==> src/afs_defines.vh <==
/*
 axis fault and restart supervisor: fault codes, widths and mode numbers.
 assumes inclusion by bare name from the design files; definitions only.
*/
`ifndef AFS_DEFINES_VH
`define AFS_DEFINES_VH

// fault codes seen by the controller host
`define AFS_FAULT_NONE 8'h00
`define AFS_FAULT_ILLEGAL_READ 8'h3C
`define AFS_FAULT_BAD_HOME_MD 8'h3D
`define AFS_FAULT_NOT_CLEAR 8'h3E
`define AFS_FAULT_ILLEGAL_CHANGE 8'h3F
// offset added for the programming device port
`define AFS_PGM_OFFSET 8'h80
// mode numbers
`define AFS_MODE_SET_HOME 5'h05
`define AFS_MODE_FOLLOW 5'h04
// default widths
`define AFS_POS_W 24
`define AFS_DRIFT_W 12

`endif

==> src/afs_encoder_check.v <==
/*
 encoder plausibility checks: reading against step count and usable range,
 and the change limit between consecutive valid samples.
 assumes encoder samples are synchronous to clk and arrive with a valid strobe.
*/
`timescale 1ns/1ps
`include "afs_defines.vh"

module afs_encoder_check #(
    parameter POS_W = `AFS_POS_W
) (
    // clock and reset
    input wire clk,
    input wire nrst,
    // encoder sample
    input wire encValid,
    input wire [POS_W-1:0] encReading,
    // configuration from machine data
    input wire [POS_W-1:0] stepCount,
    input wire [POS_W-1:0] maxStepChange,
    input wire [POS_W-1:0] rangeLow,
    input wire [POS_W-1:0] rangeHigh,
    // results, one-cycle flags registered one cycle after the sample
    output reg readIllegal,
    output reg outOfRange,
    output reg changeIllegal
);

    reg [POS_W-1:0] lastReading_reg;
    reg haveLast_reg;
    wire [POS_W-1:0] delta;

    function [POS_W-1:0] absDiff;
        input [POS_W-1:0] a;
        input [POS_W-1:0] b;
        begin
            absDiff = (a > b) ? (a - b) : (b - a);
        end
    endfunction

    assign delta = absDiff(encReading, lastReading_reg);

    always @(posedge clk)
    begin
        if (!nrst)
        begin
            lastReading_reg <= {POS_W{1'b0}};
            haveLast_reg <= 1'b0;
            readIllegal <= 1'b0;
            outOfRange <= 1'b0;
            changeIllegal <= 1'b0;
        end
        else
        begin
            readIllegal <= encValid && (encReading >= stepCount);
            outOfRange <= encValid && ((encReading < rangeLow) || (encReading > rangeHigh));
            // a wrap across the step count looks like a huge jump; only legal small steps pass
            changeIllegal <= encValid && haveLast_reg && (delta > maxStepChange)
                && (absDiff(delta, stepCount) > maxStepChange);
            if (encValid)
            begin
                lastReading_reg <= encReading;
                haveLast_reg <= 1'b1;
            end
        end
    end

endmodule // afs_encoder_check

==> src/afs_supervisor.v <==
/*
 axis fault and restart supervisor for one axis with absolute or incremental
 position encoder. holds fault codes for host and programming port, forces
 following-error mode and neutral speed output, rebuilds the coordinate
 system and manages what survives a restart.
 assumes single-clock synchronous inputs, one controlling processor, and a
 machine data store outside that pulses mdValid/mdChange.
*/
// Function
// [RL1] fault 60 on impossible reading, or with home set, reading outside range
// [RL2] fault 60 aborts job, neutral speed output, following-error mode, loop off
// [RL3] machine data change ends that mode; still faulty re-enters at once
// [RL4] fault 61 when stored home coordinate and reading pairing is forbidden
// [RL5] fault 62 on coordinate build out of range; working home cleared
// [RL6] rebuild on set-home mode 5, startup with valid data, data transfer
// [RL7] fault 63 on illegal change: abort, neutral output, following mode
// [RL8] programming side raises watchdog error when no link; not here
// [RL9] only one processor may access the module
// [RL10] bus reset pulse resets everything and cancels the job; here homeReading_reg, and with battery data/drift and absolute-variant home, survive it
// [RL11] incremental variant clears reference and starts in following mode
// [RL12] without backup lose data, programs, home, drift, offsets
// [RL13] incremental with backup reports reference coordinate as actual value
// [RL14] absolute with backup: position if home set, else home coordinate
// [RL15] programming port code is controller code plus 80H
// [RL16] latest fault held for both readers until next fault or reset
`timescale 1ns/1ps
`include "afs_defines.vh"

module afs_supervisor #(
    parameter POS_W = `AFS_POS_W,
    parameter DRIFT_W = `AFS_DRIFT_W,
    parameter IS_ABSOLUTE = 1
) (
    // clock and reset
    input wire clk,
    input wire nrst,
    // backplane reset pulse and restart context
    input wire busResetPulse,
    input wire batteryOk,
    // encoder
    input wire encValid,
    input wire [POS_W-1:0] encReading,
    // machine data from the store
    input wire mdValid,
    input wire mdChange,
    input wire [POS_W-1:0] mdStepCount,
    input wire [POS_W-1:0] mdMaxStepChange,
    input wire [POS_W-1:0] mdRangeLow,
    input wire [POS_W-1:0] mdRangeHigh,
    input wire [POS_W-1:0] mdHomeCoord,
    input wire [POS_W-1:0] mdHomeReading,
    input wire [POS_W-1:0] mdRefCoord,
    // job and mode control
    input wire jobStart,
    input wire [4:0] modeSel,
    input wire modeStrobe,
    input wire [DRIFT_W-1:0] driftIn,
    input wire driftLoad,
    input wire [DRIFT_W-1:0] speedCmd,
    // status
    output reg [7:0] hostFaultCode,
    output reg [7:0] pgmFaultCode,
    output reg faultPulse,
    output reg jobActive,
    output reg followMode,
    output reg loopEnable,
    output reg homeValid,
    output reg dataValid,
    output reg [POS_W-1:0] actualValue,
    output reg [DRIFT_W-1:0] speedOut
);

    localparam ST_RUN = 2'd0;
    localparam ST_BUILD = 2'd1;
    localparam ST_FOLLOW = 2'd2;

    reg [1:0] state_reg;
    reg [1:0] state_next;
    reg [POS_W-1:0] homeReading_reg;
    reg [DRIFT_W-1:0] drift_reg;
    reg startup_reg;
    reg latchedBattery_reg;
    reg hostFault60Sticky_reg;
    wire softReset;
    wire readIllegal;
    wire outOfRange;
    wire changeIllegal;
    wire fault60;
    wire homePairBad;
    wire buildReq;

    assign softReset = !nrst || busResetPulse; // [RL10]

    afs_encoder_check #(
        .POS_W(POS_W)
    ) u_check (
        .clk(clk),
        .nrst(!softReset),
        .encValid(encValid),
        .encReading(encReading),
        .stepCount(mdStepCount),
        .maxStepChange(mdMaxStepChange),
        .rangeLow(mdRangeLow),
        .rangeHigh(mdRangeHigh),
        .readIllegal(readIllegal),
        .outOfRange(outOfRange),
        .changeIllegal(changeIllegal)
    );

    // range only counts as illegal once a home point gives it meaning
    assign fault60 = readIllegal || (homeValid && outOfRange); // [RL1]
    assign homePairBad = mdHomeReading >= mdStepCount; // [RL4]
    assign buildReq = (modeStrobe && modeSel == `AFS_MODE_SET_HOME)
        || (startup_reg && mdValid) || (mdChange && mdValid); // [RL6]

    always @*
    begin
        state_next = state_reg;
        case (state_reg)
            ST_RUN:
                if (buildReq)
                    state_next = ST_BUILD;
            ST_BUILD:
                state_next = ST_RUN;
            ST_FOLLOW:
                // a data change leaves following mode; a persisting fault re-enters next cycle
                if (mdChange) // [RL3]
                    state_next = buildReq ? ST_BUILD : ST_RUN;
                else if (modeStrobe && modeSel != `AFS_MODE_FOLLOW)
                    state_next = ST_RUN;
            default:
                state_next = ST_FOLLOW;
        endcase
        if (IS_ABSOLUTE && (fault60 || changeIllegal) && !mdChange)
            state_next = ST_FOLLOW; // [RL2] [RL7]
        if (IS_ABSOLUTE && (fault60 || changeIllegal) && state_reg != ST_FOLLOW)
            state_next = ST_FOLLOW; // [RL3]
        if (modeStrobe && modeSel == `AFS_MODE_FOLLOW)
            state_next = ST_FOLLOW;
    end

    always @(posedge clk)
    begin
        if (softReset)
        begin
            // incremental variant always wakes in following mode, absolute in run
            state_reg <= IS_ABSOLUTE ? ST_RUN : ST_FOLLOW; // [RL11]
            startup_reg <= 1'b1;
            latchedBattery_reg <= 1'b0;
            hostFaultCode <= `AFS_FAULT_NONE;
            pgmFaultCode <= `AFS_FAULT_NONE;
            faultPulse <= 1'b0;
            jobActive <= 1'b0; // [RL10]
            followMode <= !IS_ABSOLUTE;
            loopEnable <= IS_ABSOLUTE ? 1'b1 : 1'b0;
            speedOut <= {DRIFT_W{1'b0}};
            actualValue <= {POS_W{1'b0}};
            hostFault60Sticky_reg <= 1'b0;
        end
        else
        begin
            state_reg <= state_next;
            faultPulse <= 1'b0;
            if (startup_reg)
            begin
                startup_reg <= 1'b0;
                latchedBattery_reg <= batteryOk;
            end
            followMode <= (state_next == ST_FOLLOW);
            loopEnable <= (state_next != ST_FOLLOW); // [RL2]
            if (state_next == ST_FOLLOW)
                jobActive <= 1'b0; // [RL2] [RL7]
            else if (jobStart)
                jobActive <= 1'b1;
            // neutral output is the compensated drift, zero if none kept
            speedOut <= (state_next == ST_FOLLOW) ? drift_reg : speedCmd; // [RL2] [RL7]
            hostFault60Sticky_reg <= fault60;
            if (IS_ABSOLUTE && changeIllegal)
            begin
                hostFaultCode <= `AFS_FAULT_ILLEGAL_CHANGE; // [RL7] [RL16]
                pgmFaultCode <= `AFS_FAULT_ILLEGAL_CHANGE + `AFS_PGM_OFFSET; // [RL15]
                faultPulse <= 1'b1;
            end
            else if (IS_ABSOLUTE && fault60)
            begin
                hostFaultCode <= `AFS_FAULT_ILLEGAL_READ; // [RL1] [RL16]
                pgmFaultCode <= `AFS_FAULT_ILLEGAL_READ + `AFS_PGM_OFFSET; // [RL15]
                faultPulse <= !hostFault60Sticky_reg;
            end
            else if (IS_ABSOLUTE && state_reg == ST_BUILD && homePairBad)
            begin
                hostFaultCode <= `AFS_FAULT_BAD_HOME_MD; // [RL4] [RL16]
                pgmFaultCode <= `AFS_FAULT_BAD_HOME_MD + `AFS_PGM_OFFSET; // [RL15]
                faultPulse <= 1'b1;
            end
            else if (IS_ABSOLUTE && state_reg == ST_BUILD && outOfRange)
            begin
                hostFaultCode <= `AFS_FAULT_NOT_CLEAR; // [RL5] [RL16]
                pgmFaultCode <= `AFS_FAULT_NOT_CLEAR + `AFS_PGM_OFFSET; // [RL15]
                faultPulse <= 1'b1;
            end
            // actual value reporting
            if (!IS_ABSOLUTE)
                actualValue <= dataValid ? mdRefCoord : {POS_W{1'b0}}; // [RL13]
            else if (homeValid)
                actualValue <= mdHomeCoord + (encReading - homeReading_reg); // [RL14]
            else
                actualValue <= mdHomeCoord; // [RL14]
        end
    end

    // restart-sensitive state: survives a bus reset pulse only under battery backup, except homeReading_reg; nrst always clears it
    always @(posedge clk)
    begin
        if (!nrst)
        begin
            homeValid <= 1'b0;
            dataValid <= 1'b0;
            homeReading_reg <= {POS_W{1'b0}};
            drift_reg <= {DRIFT_W{1'b0}};
        end
        else if (busResetPulse && !batteryOk)
        begin
            homeValid <= 1'b0; // [RL12]
            dataValid <= 1'b0; // [RL12]
            drift_reg <= {DRIFT_W{1'b0}}; // [RL12]
        end
        else if (busResetPulse && !IS_ABSOLUTE)
            homeValid <= 1'b0; // [RL11]
        else
        begin
            if (mdValid)
                dataValid <= 1'b1; // [RL12]
            if (driftLoad)
                drift_reg <= driftIn;
            if (state_reg == ST_BUILD && IS_ABSOLUTE)
            begin
                if (outOfRange || homePairBad)
                    homeValid <= 1'b0; // [RL5]
                else
                begin
                    homeValid <= 1'b1; // [RL6]
                    homeReading_reg <= mdHomeReading;
                end
            end
            else if (!IS_ABSOLUTE && modeStrobe && modeSel == `AFS_MODE_SET_HOME)
                homeValid <= 1'b1;
        end
    end

endmodule // afs_supervisor

==> config.mk <==
export PLATFORM = sky130hd
export DESIGN_NAME = afs_supervisor
export DESIGN_NICKNAME = d
export VERILOG_FILES = /design/src/afs_encoder_check.v /design/src/afs_supervisor.v
export VERILOG_INCLUDE_DIRS = /design/src
export SDC_FILE = /design/constraint.sdc
export NUM_CORES = 1
export LEC_CHECK = 0
export ABC_AREA = 1
export BUFFER_PORTS_ARGS = -buffer_cell sky130_fd_sc_hd__clkbuf_2
export CAP_MARGIN = 20
export CORE_UTILIZATION = 53
export DETAILED_ROUTE_END_ITERATION = 8
export PLACE_DENSITY = 0.87
export SLEW_MARGIN = 20
export SYNTH_ARGS = -nofsm -noshare
export SYNTH_HDL_FRONTEND = slang
export SYNTH_SLANG_ARGS = --single-unit
==> constraint.sdc <==
create_clock -name clk -period 5.4 [get_ports clk]
set_input_delay 1.35 -clock clk [delete_from_list [all_inputs] [get_ports clk]]
set_output_delay 1.35 -clock clk [all_outputs]
set_load 0.01 [all_outputs]
==> metrics.md <==
| Metric | Value |
|---|---|
| Status | `complete, but fails checks` |
| Failing checks | `setup timing` |
| Die Span Y | `176 microns` |
| CTS tree | `yes` |
| Startpoint types | `primary input` |
| Area of the die | `0.0311 sq mm` |
| Worst vdd ir | `0.000150 V` |
| Synth cell types | `52` |
| CP required | `5.74 ns` |
| Vias in the first global route | `20000` |
| Tcrit/Tclk final | `105%` |
| Drt drc | `0` |
| Clock latency on the worst-skew pair | `0.44 ns` |
| Worst Path Class, Setup | `primary input to register` |
| PortBufs | `261` |
| Fin crit period | `5.68 ns` |
| 1st-iter DRT viols | `2027` |
| H-tree depth | `4` |
| Pre-CTS WS | `-0.942 ns` |
| Initial antenna violation count | `2` |
| Fraction of registers with async set/reset | `0%` |
| Cell Pwr Density | `269 mW/mm^2` |
| Mapped Area | `0.0161 sq mm` |
| Seq cells post-synth | `113` |
| Share of cells above drive strength 1 | `28.8%` |
| Area growth from synthesis to layout | `38.3%` |
| Post-synthesis sequential area ratio | `14.0%` |
| Die Width | `176 microns` |
| Syn_area_per_cell | `6.17 sq um` |
| Worst path max stage delay | `0.38 ns` |
| Via Count | `20500` |
| Final WS setup | `-0.275 ns` |
| Routability cong. | `1.05` |
| Clock Skew | `0.0191 ns` |
| Crit path capture type | `register` |
| Layout fillers | `2250` |
| Leading area contributor after synthesis | `ha_1` |
| Ports | `289` |
| Critical-path cell with the highest stage delay | `fa_2` |
| All-layer global routing usage | `41.1%` |
| HPWL Detailed | `51700 microns` |
| Tot Pwr | `6.00 mW` |
| Max-Cap Viols | `0` |
| Worst EP arrival | `6.01 ns` |
| DR pass1 iterations | `6` |
| Synth top area share | `20.3%` |
| Global-route wire length before repair | `99300 microns` |
| GRT Residual Overflow | `0` |
| Main flop type after synthesis | `dfxtp_1` |
| Worst slew margin relative to its limit | `33.0%` |
| CP max FO | `6` |
| RSZ-0062 raised after global routing | `yes` |
| Worst slew pin tran | `1.00 ns` |
| Nets | `3742` |
| Initial Utilization | `54.1%` |
| Root buf cell | `clkbuf_16` |
| Final setup viols | `1` |
| Core Region | `0.0298 sq mm` |
| Clock Tree Buf Depth | `2` |
| # rows | `63` |
| # hold bufs at CTS | `0` |
| Synth top area cells | `ha_1 20%, nand2_1 15%, dfxtp_1 14%, inv_1 11%, a21oi_1 9.3%` |
| Final ANT Viol Nets | `0` |
| R2r worst-path depth | `34` |
| Via density | `5.66` |
| Post-synth EDFFs | `0` |
| Mapped Cells | `2612` |
| CTS Buf Count | `17` |
| Worst Hold Class | `register to register` |
| Fmax | `0.176 GHz` |
| Largest net degree at the start of global routing | `49` |
| Hold Path Depth | `2` |
| Clock sink total | `113` |
| Lkg Pwr | `12.3 nW` |
| Clock-pin slew on the worst setup and hold paths | `0.07 ns` |
| Avg WL per Cell | `18.3 microns` |
| DRT Wirelength | `66300 microns` |
| Final hold violation count | `0` |
| Synthesis Warnings | `0` |
| Final Max Slew Viols | `0` |
| CP dominant cell by count | `nand2_2` |
## cells in the mapped netlist, types with 3 or more instances
| cell type | count |
|---|---|
| a21boi_0 | 6 |
| a21o_1 | 12 |
| a21oi_1 | 299 |
| a21oi_2 | 8 |
| a31oi_1 | 4 |
| buf_2 | 19 |
| buf_4 | 18 |
| buf_6 | 4 |
| clkbuf_1 | 19 |
| dfxtp_1 | 113 |
| fa_1 | 27 |
| ha_1 | 261 |
| inv_1 | 482 |
| inv_2 | 18 |
| nand2_1 | 644 |
| nand2_2 | 9 |
| nand3_1 | 118 |
| nand3_2 | 3 |
| nand4_1 | 55 |
| nor2_1 | 185 |
| nor2_2 | 5 |
| nor2_4 | 3 |
| nor3_1 | 9 |
| nor4_1 | 4 |
| o211ai_1 | 7 |
| o21a_1 | 7 |
| o21ai_0 | 148 |
| o21ai_1 | 14 |
| o21bai_1 | 15 |
| or2_2 | 5 |
| xnor2_1 | 8 |
| xor2_1 | 55 |
## logic make-up after synthesis
kind of cell,Yosys count,synth area share [%]
simple gates,1049,27.1
buf+inv,567,14.1
compound gates,530,17.7
fa+ha+maj,288,23.6
flops,113,14.0
xor+xnor,63,3.42
other cells,1,0.0233
mux,1,0.0621
## area by class of cell
type,instances,area (sq um),share of cell area (%)
Antenna cell,1,2.50,0.0112
Clock buffer,18,429,1.93
Clock inverter,14,180,0.808
Inverter,502,1910,8.55
Multi-Input combinational cell,1935,12600,56.7
Sequential cell,113,2260,10.1
Tap cell,390,488,2.19
Timing Repair Buffer,654,4380,19.6
## metal layers
layer  share of wire [%]  track usage [%]  routed length [microns]  vias up
li1                    -                -                        -     9588
met1                  37             45.5                    24400     9333
met2                  47             70.2                    31000     1215
met3                 8.9             7.99                     5880      393
met4                 7.7             29.8                     5080        2
met5               0.015                0                       10        -
## stage by stage
| step | hold slack, ns | cells | instance area, sq um | utilization, % | setup TNS [ns] |
|---|---|---|---|---|---|
| 4_1_cts | 0.451 | 3612 | 21800 | 73.0 | -0.0632 |
| 2_1_floorplan | 0.418 | 2614 | 16200 | - | 0 |
| 6_report | 0.483 | 3627 | 22300 | 74.8 | -0.275 |
| 5_1_grt | 0.492 | 3626 | 22300 | 74.8 | -0.465 |
| 3_5_place_dp | 0.439 | 3557 | 20300 | 68.2 | -0.942 |
| 3_3_place_gp | 0.433 | 3557 | 20300 | 68.2 | -0.838 |
## worst max-delay path, delay by kind of cell
family          cells  cell delay (ns)
compound gates      3             0.37
simple gates       20             2.26
fa+ha+maj           4             1.13
buf+inv             9             0.90
## layout by cell type (no fill, tap or decap), types with 53 or more instances in the layout
cell type  count
nand4_1       55
a21oi_1      262
ha_1         221
dfxtp_1      113
nand2_2       53
inv_1        464
nand2_1      592
clkbuf_2     260
nor2_1       164
o21ai_0      125
xor2_1        55
nand3_1      117
buf_4        379
## path summary, 6_finish.rpt
check	startpoint	slack, ns	to
hold / removal	drift_reg[11]	0.48	speedOut[11]
hold reg to reg	drift_reg[11]	0.48	speedOut[11]
setup / recovery	encReading[0]	-0.28	u_check.changeIllegal
setup reg to reg	u_check.lastReading_reg[0]	0.33	u_check.changeIllegal
## report_power, final
group / leakage (nW) / internal, mW / switching (mW)
logic: 11.1 / 1.72 / 2.17
clock network: 0.291 / 0.733 / 0.490
registers: 0.923 / 0.867 / 0.0217
total: 12.3 / 3.32 / 2.68
## timing repair
item,CTS,global route
pin swaps,45,54
endpoints found under the setup margin,1,1
gates resized for setup,142,113
cloned,1,1
setup buffers,22,13
Power figures use the tool's default switching activity.
